===== config.mk =====
export PLATFORM = sky130hd
export DESIGN_NAME = urfc_top
export DESIGN_NICKNAME = d
export VERILOG_FILES = /design/src/verilog/urfc_pkg.sv /design/src/verilog/urfc_top.sv /design/src/verilog/urfc_buf2.sv
export SDC_FILE = /design/constraint.sdc
export NUM_CORES = 1
export LEC_CHECK = 0
export BUFFER_PORTS_ARGS = -buffer_cell sky130_fd_sc_hd__buf_2
export CORE_ASPECT_RATIO = 1.2
export CORE_UTILIZATION = 53
export DETAILED_ROUTE_END_ITERATION = 7
export PLACE_DENSITY = 0.82
export SYNTH_ARGS = -nofsm -noshare
export SYNTH_HDL_FRONTEND = slang
export SYNTH_SLANG_ARGS = --single-unit

===== constraint.sdc =====
create_clock -name clk_sys -period 2.5 [get_ports clk_sys]
set_clock_uncertainty 0.05 [all_clocks]
set_input_delay 0.625 -clock clk_sys [delete_from_list [all_inputs] [get_ports clk_sys]]
set_output_delay 0.625 -clock clk_sys [all_outputs]
set_load 0.005 [all_outputs]

===== src/verilog/urfc_pkg.sv =====
// shared constants and types of the receive FIFO control block
// assumes an APB slave with 32-bit data and one aligned word per register
package urfc_pkg;

   // ----------------------------------------------------------------
   // register byte offsets
   // ----------------------------------------------------------------
   localparam logic [7:0] URFC_CTRL_OFFS = 8'h00;
   localparam logic [7:0] URFC_OVW_OFFS  = 8'h04;
   localparam logic [7:0] URFC_FLAG_OFFS = 8'h08;
   localparam logic [7:0] URFC_DATA_OFFS = 8'h0C;

   // ----------------------------------------------------------------
   // field positions
   // ----------------------------------------------------------------
   localparam int URFC_BIT_FLUSH = 7;
   localparam int URFC_BIT_WS    = 5;
   localparam int URFC_BIT_DONE  = 4;
   localparam int URFC_BIT_ISO   = 3;
   localparam int URFC_BIT_ADVM  = 1;
   localparam int URFC_BIT_REVP  = 0;
   localparam int URFC_BIT_STOVR = 0;
   localparam int URFC_BIT_EDOVR = 1;
   localparam int URFC_BIT_OCC0  = 0;
   localparam int URFC_BIT_OCC1  = 1;
   localparam int URFC_BIT_EMPTY = 2;

   // ----------------------------------------------------------------
   // reset values and counts
   // ----------------------------------------------------------------
   localparam logic [7:0] URFC_CTRL_RESET = 8'h00;
   localparam logic [1:0] URFC_OVW_RESET  = 2'h0;
   localparam int         URFC_WAIT_CYC   = 1;

   // ----------------------------------------------------------------
   // types
   // ----------------------------------------------------------------
   typedef struct packed {
      logic flush;
      logic waitState;
      logic readDone;
      logic isoSel;
      logic advMarker;
      logic revPointer;
   } urfc_ctrl_t;

   typedef struct packed {
      logic [7:0] data;
   } urfc_byte_t;

   typedef enum logic [1:0] {
      URFC_IDLE  = 2'b00,
      URFC_WAIT  = 2'b01,
      URFC_DONE  = 2'b10
   } urfc_rd_t;

endpackage


===== src/verilog/urfc_top.sv =====
// receive FIFO control of one endpoint, APB register slave
// assumes APB master, USB interface pushing bytes with valid/ready
`timescale 1ns/1ps

// Contract
// - with the wait-state bit set every FIFO data read gets one wait.
// - with the bit clear, FIFO data reads answer with zero waits.
// - a flush leaves the wait-state bit as it was.
// - writing one to read-done clears the flag of the set just read.
// - hardware clears read-done after that occupancy flag clears.
// - read-done releases nothing while either overwrite bit is set.
// - the isochronous bit sets only the USB side to iso mode (usbIsoMode); the FIFO logic ignores it.
// - a flush keeps the iso bit; only a firmware write or a reset clears it.
// - two test bits advance the marker and reverse the pointer.
// - flush empties the FIFO, resets flags, then clears itself.
module urfc_top
   import urfc_pkg::*;
#(
   parameter int DEPTH = 32,
   parameter int AW    = 5
) (
   // clock and reset
   input  wire logic        clk_sys,
   input  wire logic        resetn,
   // apb slave
   input  wire logic [7:0]  paddr,
   input  wire logic        psel,
   input  wire logic        penable,
   input  wire logic        pwrite,
   input  wire logic [31:0] pwdata,
   output logic             pready,
   output logic [31:0]      prdata,
   output logic             pslverr,
   // usb interface side
   input  wire logic        usbValid,
   input  wire logic [7:0]  usbData,
   output logic             usbReady,
   input  wire logic        usbPacketAck,
   input  wire logic        usbPacketNak,
   output logic             usbIsoMode,
   // cpu read path
   output logic             rdStall
);

   // ----------------------------------------------------------------
   // reset release
   // ----------------------------------------------------------------
   logic rstSync1_ff;
   logic rstn_ff;

   always_ff @(posedge clk_sys or negedge resetn) begin
      if (!resetn) begin
         rstSync1_ff <= 1'b0;
         rstn_ff     <= 1'b0;
      end else begin
         rstSync1_ff <= 1'b1;
         rstn_ff     <= rstSync1_ff;
      end
   end

   // ----------------------------------------------------------------
   // declarations
   // ----------------------------------------------------------------
   urfc_ctrl_t    ctrl_ff;
   logic [1:0]    ovw_ff;
   logic [1:0]    occ_ff;
   logic          setWr_ff;
   logic          setRd_ff;
   logic          rel_ff;
   logic          ackPend_ff;
   logic          nakPend_ff;
   logic [AW:0]   wp_ff;
   logic [AW:0]   wm_ff;
   logic [AW:0]   rp_ff;
   logic [7:0]    mem_ff [DEPTH];
   urfc_rd_t      rdSt_ff;
   logic [31:0]   rdData_ff;
   logic          err_ff;
   logic          rdHas_ff;
   urfc_byte_t    bufIn;
   urfc_byte_t    bufOut;
   logic          bufValid;
   logic          bufReady;
   logic          setup;
   logic          access;
   logic          xferDone;
   logic          isDataRd;
   logic          ctrlWr;
   logic          ovwWr;
   logic          mapped;
   logic          fifoEmpty;
   logic          fifoFull;
   logic          memWr;
   logic          pop;
   logic          commit;
   logic          rewind;
   logic          releaseReq;
   logic [7:0]    ctrlRd;
   logic [2:0]    flagRd;

   // ----------------------------------------------------------------
   // input buffer
   // ----------------------------------------------------------------
   assign bufIn.data = usbData;

   urfc_buf2 #(
      .WIDTH ($bits(urfc_byte_t))
   ) u_buf (
      .clk_sys  (clk_sys),
      .rstn     (rstn_ff),
      .inValid  (usbValid),
      .inReady  (usbReady),
      .inData   (bufIn),
      .outValid (bufValid),
      .outReady (bufReady),
      .outData  (bufOut)
   );

   // ----------------------------------------------------------------
   // apb decode
   // ----------------------------------------------------------------
   assign setup    = psel & ~penable;
   assign access   = psel & penable;
   assign isDataRd = ~pwrite & (paddr == URFC_DATA_OFFS);
   assign mapped   = (paddr == URFC_CTRL_OFFS) | (paddr == URFC_OVW_OFFS)
                   | (paddr == URFC_FLAG_OFFS) | (paddr == URFC_DATA_OFFS);
   assign pready   = access & ((rdSt_ff == URFC_DONE) | ~isDataRd
                   | ~ctrl_ff.waitState);
   assign rdStall  = access & isDataRd & ctrl_ff.waitState
                   & (rdSt_ff != URFC_DONE);
   assign xferDone = access & pready;
   assign ctrlWr   = xferDone & pwrite & (paddr == URFC_CTRL_OFFS);
   assign ovwWr    = xferDone & pwrite & (paddr == URFC_OVW_OFFS);
   assign prdata   = rdData_ff;
   assign pslverr  = access & err_ff;

   // wait-state sequencer of a data read
   always_ff @(posedge clk_sys or negedge rstn_ff) begin
      if (!rstn_ff) begin
         rdSt_ff <= URFC_IDLE;
      end else begin
         case (rdSt_ff)
            URFC_IDLE: begin
               if (access && isDataRd && ctrl_ff.waitState)
                  rdSt_ff <= URFC_DONE;
            end
            URFC_DONE: rdSt_ff <= URFC_IDLE;
            default:   rdSt_ff <= URFC_IDLE;
         endcase
      end
   end

   // ----------------------------------------------------------------
   // status and read data
   // ----------------------------------------------------------------
   assign fifoEmpty = (rp_ff == wm_ff);
   assign fifoFull  = (wp_ff[AW] != rp_ff[AW])
                    & (wp_ff[AW-1:0] == rp_ff[AW-1:0]);
   assign ctrlRd    = {ctrl_ff.flush, 1'b0, ctrl_ff.waitState,
                       ctrl_ff.readDone, ctrl_ff.isoSel, 1'b0,
                       ctrl_ff.advMarker, ctrl_ff.revPointer};
   assign flagRd    = {fifoEmpty, occ_ff};

   always_ff @(posedge clk_sys or negedge rstn_ff) begin
      if (!rstn_ff) begin
         rdData_ff <= 32'h0000_0000;
         err_ff    <= 1'b0;
         rdHas_ff  <= 1'b0;
      end else if (setup) begin
         err_ff   <= ~mapped;
         // pop only a byte that was handed out at setup
         rdHas_ff <= ~fifoEmpty;
         case (paddr)
            URFC_CTRL_OFFS: rdData_ff <= {24'h00_0000, ctrlRd};
            URFC_OVW_OFFS:  rdData_ff <= {30'h0000_0000, ovw_ff};
            URFC_FLAG_OFFS: rdData_ff <= {29'h0000_0000, flagRd};
            URFC_DATA_OFFS: rdData_ff <= fifoEmpty ? 32'h0000_0000
                                       : {24'h00_0000,
                                          mem_ff[rp_ff[AW-1:0]]};
            default:        rdData_ff <= 32'h0000_0000;
         endcase
      end
   end

   // ----------------------------------------------------------------
   // control register
   // ----------------------------------------------------------------
   assign releaseReq = ctrl_ff.readDone & ~rel_ff
                     & ~ovw_ff[URFC_BIT_STOVR]
                     & ~ovw_ff[URFC_BIT_EDOVR];
   assign usbIsoMode = ctrl_ff.isoSel;

   always_ff @(posedge clk_sys or negedge rstn_ff) begin
      if (!rstn_ff) begin
         ctrl_ff <= '0;
         ovw_ff  <= URFC_OVW_RESET;
         rel_ff  <= 1'b0;
      end else begin
         rel_ff <= releaseReq;
         // hardware clears come first so a new set wins
         if (ctrl_ff.flush) ctrl_ff.flush <= 1'b0;
         if (rel_ff) ctrl_ff.readDone <= 1'b0;
         ctrl_ff.advMarker  <= 1'b0;
         ctrl_ff.revPointer <= 1'b0;
         if (ctrlWr) begin
            // flush leaves these two alone
            ctrl_ff.waitState <= pwdata[URFC_BIT_WS];
            ctrl_ff.isoSel    <= pwdata[URFC_BIT_ISO];
            if (pwdata[URFC_BIT_FLUSH]) ctrl_ff.flush <= 1'b1;
            if (pwdata[URFC_BIT_DONE]) ctrl_ff.readDone <= 1'b1;
            if (pwdata[URFC_BIT_ADVM]) ctrl_ff.advMarker <= 1'b1;
            if (pwdata[URFC_BIT_REVP]) ctrl_ff.revPointer <= 1'b1;
         end
         if (ovwWr) begin
            ovw_ff <= pwdata[1:0];
         end
      end
   end

   // ----------------------------------------------------------------
   // fifo pointers and data sets
   // ----------------------------------------------------------------
   assign bufReady = ~fifoFull & ~ctrl_ff.flush;
   assign memWr    = bufValid & bufReady;
   assign pop      = xferDone & isDataRd & rdHas_ff;
   assign commit   = ackPend_ff & ~bufValid;
   assign rewind   = nakPend_ff & ~bufValid;

   always_ff @(posedge clk_sys) begin
      if (memWr) mem_ff[wp_ff[AW-1:0]] <= bufOut.data;
   end

   always_ff @(posedge clk_sys or negedge rstn_ff) begin
      if (!rstn_ff) begin
         wp_ff      <= '0;
         wm_ff      <= '0;
         rp_ff      <= '0;
         ackPend_ff <= 1'b0;
         nakPend_ff <= 1'b0;
      end else if (ctrl_ff.flush) begin
         wp_ff      <= '0;
         wm_ff      <= '0;
         rp_ff      <= '0;
         ackPend_ff <= 1'b0;
         nakPend_ff <= 1'b0;
      end else begin
         if (usbPacketAck) ackPend_ff <= 1'b1;
         else if (commit) ackPend_ff <= 1'b0;
         if (usbPacketNak) nakPend_ff <= 1'b1;
         else if (rewind) nakPend_ff <= 1'b0;
         if (pop) rp_ff <= rp_ff + 1'b1;
         if (ctrl_ff.revPointer || rewind) begin
            wp_ff <= wm_ff;
         end else if (memWr) begin
            wp_ff <= wp_ff + 1'b1;
         end
         if (ctrl_ff.advMarker || commit) wm_ff <= wp_ff;
      end
   end

   // occupancy flags; a commit wins over a release of the same set
   always_ff @(posedge clk_sys or negedge rstn_ff) begin
      if (!rstn_ff) begin
         occ_ff   <= 2'b00;
         setWr_ff <= 1'b0;
         setRd_ff <= 1'b0;
      end else if (ctrl_ff.flush) begin
         occ_ff   <= 2'b00;
         setWr_ff <= 1'b0;
         setRd_ff <= 1'b0;
      end else begin
         if (releaseReq) begin
            occ_ff[setRd_ff] <= 1'b0;
            setRd_ff         <= ~setRd_ff;
         end
         if (commit) begin
            occ_ff[setWr_ff] <= 1'b1;
            setWr_ff         <= ~setWr_ff;
         end
      end
   end

   // ----------------------------------------------------------------
   // checks
   // ----------------------------------------------------------------
   a_ws_stall_once: assert property (
      @(posedge clk_sys) disable iff (!rstn_ff)
      (setup && isDataRd && ctrl_ff.waitState)
         |=> !pready && rdStall ##1 pready && !rdStall
   ) else $error("wait-state read not stretched by one cycle");

   a_nows_ready_now: assert property (
      @(posedge clk_sys) disable iff (!rstn_ff)
      (setup && isDataRd && !ctrl_ff.waitState) |=> pready
   ) else $error("zero-wait read did not answer at once");

   a_stall_one_cycle: assert property (
      @(posedge clk_sys) disable iff (!rstn_ff)
      $rose(rdStall) |=> !rdStall
   ) else $error("stall lasted more than one cycle");

   a_flush_keeps_bits: assert property (
      @(posedge clk_sys) disable iff (!rstn_ff)
      (ctrl_ff.flush && !ctrlWr)
         |=> $stable(ctrl_ff.waitState) && $stable(ctrl_ff.isoSel)
   ) else $error("flush disturbed wait or iso bit");

   a_flush_empties: assert property (
      @(posedge clk_sys) disable iff (!rstn_ff)
      (ctrl_ff.flush && !ctrlWr)
         |=> fifoEmpty && occ_ff == 2'b00 && !ctrl_ff.flush
   ) else $error("flush did not empty the fifo");

   a_done_releases: assert property (
      @(posedge clk_sys) disable iff (!rstn_ff)
      (releaseReq && !commit && !ctrl_ff.flush)
         |=> !occ_ff[$past(setRd_ff)] && (setRd_ff != $past(setRd_ff))
   ) else $error("read-done did not clear the set flag");

   a_done_selfclear: assert property (
      @(posedge clk_sys) disable iff (!rstn_ff)
      (releaseReq ##1 !ctrlWr) |=> !ctrl_ff.readDone
   ) else $error("read-done not cleared by hardware");

   a_ovw_blocks_done: assert property (
      @(posedge clk_sys) disable iff (!rstn_ff)
      (ctrl_ff.readDone && ovw_ff != 2'b00 && !commit && !ctrl_ff.flush)
         |=> occ_ff == $past(occ_ff)
   ) else $error("release happened while overwrite set");

   a_iso_follows_wr: assert property (
      @(posedge clk_sys) disable iff (!rstn_ff)
      ctrlWr |=> usbIsoMode == $past(pwdata[URFC_BIT_ISO])
   ) else $error("iso mode does not follow firmware write");

   a_adv_marker: assert property (
      @(posedge clk_sys) disable iff (!rstn_ff)
      (ctrl_ff.advMarker && !ctrl_ff.flush) |=> wm_ff == $past(wp_ff)
   ) else $error("test advance did not move the marker");

   a_rev_pointer: assert property (
      @(posedge clk_sys) disable iff (!rstn_ff)
      (ctrl_ff.revPointer && !ctrl_ff.flush) |=> wp_ff == $past(wm_ff)
   ) else $error("test reverse did not move the pointer");

endmodule


===== src/verilog/urfc_buf2.sv =====
// two-entry valid/ready buffer in the receive data path
// assumes one clock and a synchronous active-low reset copy
`timescale 1ns/1ps
module urfc_buf2
   import urfc_pkg::*;
#(
   parameter int WIDTH = 8
) (
   // clock and reset
   input  wire logic             clk_sys,
   input  wire logic             rstn,
   // filling side
   input  wire logic             inValid,
   output logic                  inReady,
   input  wire logic [WIDTH-1:0] inData,
   // draining side
   output logic                  outValid,
   input  wire logic             outReady,
   output logic [WIDTH-1:0]      outData
);

   // ----------------------------------------------------------------
   // storage
   // ----------------------------------------------------------------
   logic [WIDTH-1:0] slot_ff [2];
   logic             head_ff;
   logic             tail_ff;
   logic [1:0]       count_ff;
   logic             push;
   logic             pop;

   assign inReady  = (count_ff != 2'h2);
   assign outValid = (count_ff != 2'h0);
   assign outData  = slot_ff[head_ff];
   assign push     = inValid & inReady;
   assign pop      = outValid & outReady;

   always_ff @(posedge clk_sys or negedge rstn) begin
      if (!rstn) begin
         head_ff  <= 1'b0;
         tail_ff  <= 1'b0;
         count_ff <= 2'h0;
      end else begin
         if (push) tail_ff <= ~tail_ff;
         if (pop) head_ff <= ~head_ff;
         if (push && !pop) count_ff <= count_ff + 2'h1;
         else if (pop && !push) count_ff <= count_ff - 2'h1;
      end
   end

   always_ff @(posedge clk_sys) begin
      if (push) slot_ff[tail_ff] <= inData;
   end

endmodule


==> flow_summary.toml, run 1 <==
[sta]
setup_slack_ns = -0.200
finalMaxSlewViolations = 0
period_share = 1.08
hold_viol_final = 0
fin_crit_ns = 2.70
worst_pin_slew_ns = 0.973
slew_headroom = 0.351
clock.fmax_mhz = 370
whs_ns = 0.224
rsz0062_at_grt = "true"
setup_violations = 2

[clock_tree]
clock-sinks = 322
clk_pin_slew_worst_paths_ns = 0.07
clk_latency_ns = 0.54
cts_max_level = 1
cts-root-buf = "clkbuf_16"
cts_tree = "built"
cts_inserted_buffers = 29
clockBufferDepth = 3

[logic_synthesis]
synth_top_cell_area_share = 0.611
synth-seq-area-share = 0.705
async_flop_share = 0.155
syn_area_per_cell_sq_um = 17.1
ys_types = 55
synth.ff_latch_count = 322
synth_area_sq_um = 13400
postSynthCellCount = 781
synth_top_cell_by_area = "edfxtp_1"
synth_top_flop_cell = "edfxtp_1"
yosysWarnings = 0
yosys-top-cells-area = "edfxtp_1, dfrtp_1, mux4_2, mux2i_1, nor2_1"
synth_edf_count = 272

[worst_hold_path]
whs_endpoint = "u_buf.slot_ff[0][4]$_DFFE_PP_"
hold_depth = 1
hp-start = "usbData[4]"
hp-class = "in2reg"

[floorplanning]
start_util = 0.540
dieWidth_um = 147
fp-row-count = 63
core_area_sq_um = 24800
dieHeight_um = 176
num_io_pins = 93
die-area_sq_um = 25900

[setup_path]
r2r-start = "rp_ff[0]$_DFFE_PN0P_"
r2r_slack_ns = 0.08
arrival_ns = 2.02
worstSetupStartpointType = "input port"
r2r_end = "prdata[0]$_DFFE_PN0P_"
slowest_delay_ns = 0.53
cp_cell_sequence = "buf_6 > or4_4 > or4_4 > nor3_2 > nor2_1 > buf_2"
critPathKind = "in2out"
worst_ep_required_time_ns = 1.82
path_common_cell = "or4_4"
slowest_stage = "or4_4"
endpoint_kind = "primary output"
rr_worst_depth = 6
crit_fanout = 4

[routing]
routed_via_density = 5.99
vias = 7304
drt_iter0_markers = 610
post_drt_wl_per_cell_um = 23.4
drcViolationCount = 0
wirelength_um = 28500
drtPass1Iterations = 5
antenna_left = 0

[placement]
gp_congestion = 0.869
post-place-cells = 1163
dpl_worst_slack_ns = -0.345
port_buffers = 42
hpwlAfterDp_um = 18100

[status]
outcome = "finished with violations"
failed_checks = "setup timing"

[power_and_ir_drop]
powerDensity_nw_per_um2 = 987
p_leak_nw = 5.28
ir_worst_vdd_uv = 502

[global_routing]
grt_start_max_net_pins = 33
antenna_found_initial = 0
grt_first_pass_wirelength_um = 43100
grt_overflow_total = 0
grt_pass1_vias = 7545
gr-usage-all-layers = 0.225

[cells_and_area]
fin_nets = 934
drive_above_1_share = 0.293
diodes = 0
area_delta_synth_final_pct = 15.2
instances_no_fill = 1219

[flow_run]
drv_cap = 0
[flip-flops by register name, summed over array words and instances (netlist names), 2 cells and up]
name / count
prdata: 8
mem_ff: 256
occ_ff: 2
u_buf.count_ff: 2
wp_ff: 6
ovw_ff: 2
ctrlRd: 5
u_buf.slot_ff: 16
rp_ff: 6
wm_ff: 6
[cell usage in the layout (no fill, tap or decap), types with 4 or more instances in the layout]
cell type    n
edfxtp_1   272
mux4_2      55
buf_4       55
dfrtp_1     47
mux2i_1     46
nor2_1      41
buf_2       41
clkbuf_16   29
nand2_1     25
conb_1      25
nor2_2      21
a22oi_1     17
xor2_1      16
nand3_1     14
o21ai_0     14
a221oi_1    14
mux2_2      13
inv_1       11
nand2b_1    10
bufinv_16   10
xnor2_1      9
a21oi_1      7
a211oi_1     7
a31oi_1      6
ha_1         6
nor4_1       5
or2_2        5
a22o_1       5
clkinv_2     5
and2_1       4
clkinv_1     4
a31o_2       4
[synthesized netlist by cell type, drive strengths merged, types with 2 or more instances]
library cell	instances
xnor2	9
conb	2
nand2b	10
and2	4
edfxtp	272
nand3	15
nand3b	2
dfrtp	50
mux2	15
a31o	4
and3	3
a221oi	14
ha	6
a22oi	17
nor3	2
a22o	5
o21ai	14
mux2i	47
xor2	16
o31ai	2
or2	5
nor2	62
clkbuf	22
nor2b	3
nand2	25
a31oi	6
or3b	2
mux4	55
a211oi	8
buf	43
inv	11
nor4	9
a21oi	7
or4	3
[layer usage]
metal / GRT usage / routed length (um) / up-vias
li1: - / - / 3193
met1: 0.271 / 10500 / 3713
met2: 0.392 / 14700 / 319
met3: 0.0364 / 1930 / 79
met4: 0.115 / 1350 / 0
met5: 0 / 0 / -
[worst max-delay path: cells and delay by family]
kind,cells,cell delay [ns]
simple gates,4,1.19
buf+inv,2,0.21
[stage by stage]
step	instance area [sq um]	TNS [ns]	util	total power, mW
finish	15400	-0.374	0.622	15.2
CTS	15300	-0.497	0.620	15.2
global route	15400	-0.460	0.622	15.7
detailed placement	14200	-4.42	0.574	10.1
global placement	14200	-4.20	0.574	9.95
floorplan	13500	-0.448	-	9.00
[worst max-delay path by stage]
| stage | slack [ns] | startpoint | cells past startpoint | end |
|---|---|---|---|---|
| finish | -0.20 | paddr[6] | 6 | pready |
| global route | -0.24 | paddr[6] | 6 | pready |
| CTS | -0.26 | paddr[6] | 6 | pready |
| detailed placement | -0.35 | paddr[5] | 7 | rp_ff[4]$_DFFE_PN0P_ |
| global placement | -0.31 | paddr[5] | 7 | rp_ff[4]$_DFFE_PN0P_ |
| floorplan | -0.13 | paddr[5] | 5 | pready |
[area by class of cell]
| type | count | area (sq um) |
|---|---|---|
| Clock inverter | 21 | 362 |
| Timing Repair Buffer | 102 | 718 |
| Inverter | 12 | 45.0 |
| Tap cell | 325 | 407 |
| Multi-Input combinational cell | 405 | 3710 |
| Clock buffer | 32 | 737 |
| Fill cell | 1680 | 9350 |
| Sequential cell | 322 | 9430 |
[power by group]
part           total (mW)  switching, mW  internal [mW]  leakage [nW]
logic                2.72           1.92          0.803          1.67
registers            7.42          0.304           7.11          3.08
clock network        5.06           1.91           3.16         0.535
[logic make-up (layout without fill, tap and decap cells)]
family / Yosys count / count (layout) / synth area share
AOI/OAI and AO/OA: 85 / 85 / 0.0463
xor gates and xnor gates: 25 / 25 / 0.0164
adders and majority gates: 6 / 6 / 0.00562
buffers and inverters: 77 / 167 / 0.0307
DFF: 322 / 322 / 0.705
muxes: 117 / 117 / 0.141
other: 2 / 25 / 0.000562
and+or+nand+nor: 147 / 147 / 0.0548
[what timing repair did]
item,4_1_cts,5_1_grt
setup endpoints to repair,26,135
setup buffers,1,1
pin swaps,5,1
hold buffers,1,0
resized for setup,7,19
hold endpoints to repair,2,0
Note: power is estimated with default switching activity, not from simulation.
==> inputs of run 2 (changes only) <==
--- a/config.mk
+++ b/config.mk
@@ -7,9 +7,9 @@
 export LEC_CHECK = 0
 export BUFFER_PORTS_ARGS = -buffer_cell sky130_fd_sc_hd__buf_2
 export CORE_ASPECT_RATIO = 1.2
-export CORE_UTILIZATION = 53
+export CORE_UTILIZATION = 45
 export DETAILED_ROUTE_END_ITERATION = 7
-export PLACE_DENSITY = 0.82
+export PLACE_DENSITY = 0.73
 export SYNTH_ARGS = -nofsm -noshare
 export SYNTH_HDL_FRONTEND = slang
 export SYNTH_SLANG_ARGS = --single-unit
==> run 2 against run 1 <==
  * The run still ends with setup timing left
  * Wire length fell by 1.1%
  * Sequential power about the same
  * Critical path depth fell by 1
  * Flip-flop and latch count is the same
  * Maximum frequency decreased by 1.3%
  * Utilization decreased by 9.4 points
  * Largest cell class unchanged
  * Highest routed layer unchanged
==> flow_summary.toml, run 2 (synthesized netlist as in run 1, its figures left out) <==
[cells_and_area]
fin_nets = 929
multiInputGateArea_sq_um = 3730
largest_reg_flops = 256
diodes = 0
drive_above_1_share = 0.291
final_common_cell = "edfxtp_1"
fillCellCount = 2255
utilization = 0.528
ff_latch_area_sq_um = 9430
final_cell_mix = "edfxtp_1, mux4_2, buf_4, mux2i_1, dfrtp_1"
area_delta_synth_final_pct = 14.7
instances_no_fill = 1271

[clock_tree]
cts_max_level = 1
clk_pin_slew_worst_paths_ns = 0.06
cts_tree = "built"
clockBufferDepth = 3
cts_inserted_buffers = 29
clock-sinks = 322
clk_latency_ns = 0.54
cts-root-buf = "clkbuf_16"

[sta]
setup_violations = 2
rsz0062_at_grt = "true"
clock.fmax_mhz = 366
finalMaxSlewViolations = 0
fin_crit_ns = 2.74
period_share = 1.09
hold_viol_final = 0
setup_slack_ns = -0.236
worst_pin_slew_ns = 0.859
slew_headroom = 0.422
whs_ns = 0.175

[placement]
dpl_worst_slack_ns = -0.300
hpwlAfterDp_um = 18500
post-place-cells = 1219
gp_congestion = 0.837
port_buffers = 42

[status]
outcome = "finished with violations"
failed_checks = "setup timing"

[setup_path]
crit_fanout = 4
slowest_delay_ns = 0.53
path_common_cell = "or4_4"
r2r_slack_ns = 0.12
slowest_stage = "or4_4"
arrival_ns = 2.06
critPathKind = "in2out"
worstSetupStartpointType = "input port"
endpoint_kind = "primary output"
worst_ep_required_time_ns = 1.82
cp_cell_sequence = "buf_6 > or4_4 > or4_4 > nor4_4 > buf_2"

[floorplanning]
dieHeight_um = 191
core_area_sq_um = 29000
start_util = 0.461
die-area_sq_um = 30400
num_io_pins = 93
fp-row-count = 68
dieWidth_um = 159

[power_and_ir_drop]
swShare = 0.275
seqPwrFrac = 0.508
internal-power_mw = 10.6
clkPwrFrac = 0.306
p_leak_nw = 5.20
ir_worst_vdd_uv = 635
comb_power_share = 0.186
total_power_mw = 14.6
powerDensity_nw_per_um2 = 951
netSwitchingPower_mw = 4.00

[routing]
drcViolationCount = 0
drtPass1Iterations = 7
post_drt_wl_per_cell_um = 22.2
vias = 7167
routed_via_density = 5.64
wirelength_um = 28200
antenna_left = 0
drt_iter0_markers = 656

[global_routing]
grt_start_max_net_pins = 33
grt_pass1_vias = 7378
gr-usage-all-layers = 0.189
antenna_found_initial = 0
grt_first_pass_wirelength_um = 43300
grt_overflow_total = 0

[worst_hold_path]
hp-class = "reg2async"

[flow_run]
drv_cap = 0
[run 2: changes by cell type in the layout (fill, tap and decap cells not counted), moves of 3 or more]
cell,previous run,this run
nor2_2,21,25
nor2_1,41,37
buf_12,2,5
buf_4,55,48
bufinv_16,10,5
[run 2: final cells by class]
cell class / instances / share of cell area
repair buffers: 97 / 0.0456
multi-input cells: 405 / 0.243
inverters: 12 / 0.00294
clock inverters: 16 / 0.0131
flip-flops and latches: 322 / 0.615
clock buffers: 34 / 0.0486
well taps: 385 / 0.0314
[run 2: power by group through the flow]
stage          Clock (mW)  Sequential, mW  Combinational [mW]
6_report             4.46            7.41                2.71
5_1_grt              4.69            7.46                2.96
4_1_cts              4.50            7.42                2.68
3_5_place_dp            0            7.52                2.65
3_3_place_gp            0            7.48                2.56
2_1_floorplan           0            7.41                1.59
[run 2: stage by stage]
stage          area [sq um]  TNS, ns
2_1_floorplan         13500   -0.448
3_3_place_gp          14300    -3.64
3_5_place_dp          14300    -4.34
4_1_cts               15300   -0.474
5_1_grt               15300   -0.513
6_report              15300   -0.462
[run 2: timing repair]
action                     in CTS  in global routing
hold endpoints to repair        2                  0
resized for setup              10                 21
setup endpoints to repair      43                133
hold buffers                    1                  0
setup buffers                   1                  0
[run 2: worst max-delay path: cells and delay by family]
kind	cells	cell delay [ns]
simple gates	3	1.21
buf+inv	2	0.23
[run 2: final timing paths]
| kind | depth (start not counted) | start | end |
|---|---|---|---|
| max | 5 | paddr[5] | rdStall |
| max in group asynchronous | 1 | rstn_ff$_DFF_PN0_ | wm_ff[0]$_DFFE_PN0P_ |
| min in group clk_sys | 1 | usbData[2] | u_buf.slot_ff[1][2]$_DFFE_PP_ |
| min | 0 | rstn_ff$_DFF_PN0_ | err_ff$_DFFE_PN0P_ |
| min reg2reg | 0 | rstn_ff$_DFF_PN0_ | err_ff$_DFFE_PN0P_ |
| max reg2reg | 6 | rp_ff[0]$_DFFE_PN0P_ | prdata[6]$_DFFE_PN0P_ |
[run 2: layer usage]
layer	part of all wire	track usage	up-vias	routed length, um
met2	0.52	0.338	247	14600
li1	-	-	3180	-
met1	0.39	0.232	3679	11100
met4	0.036	0.0751	0	1030
met5	0	0	-	0
met3	0.052	0.0270	61	1460
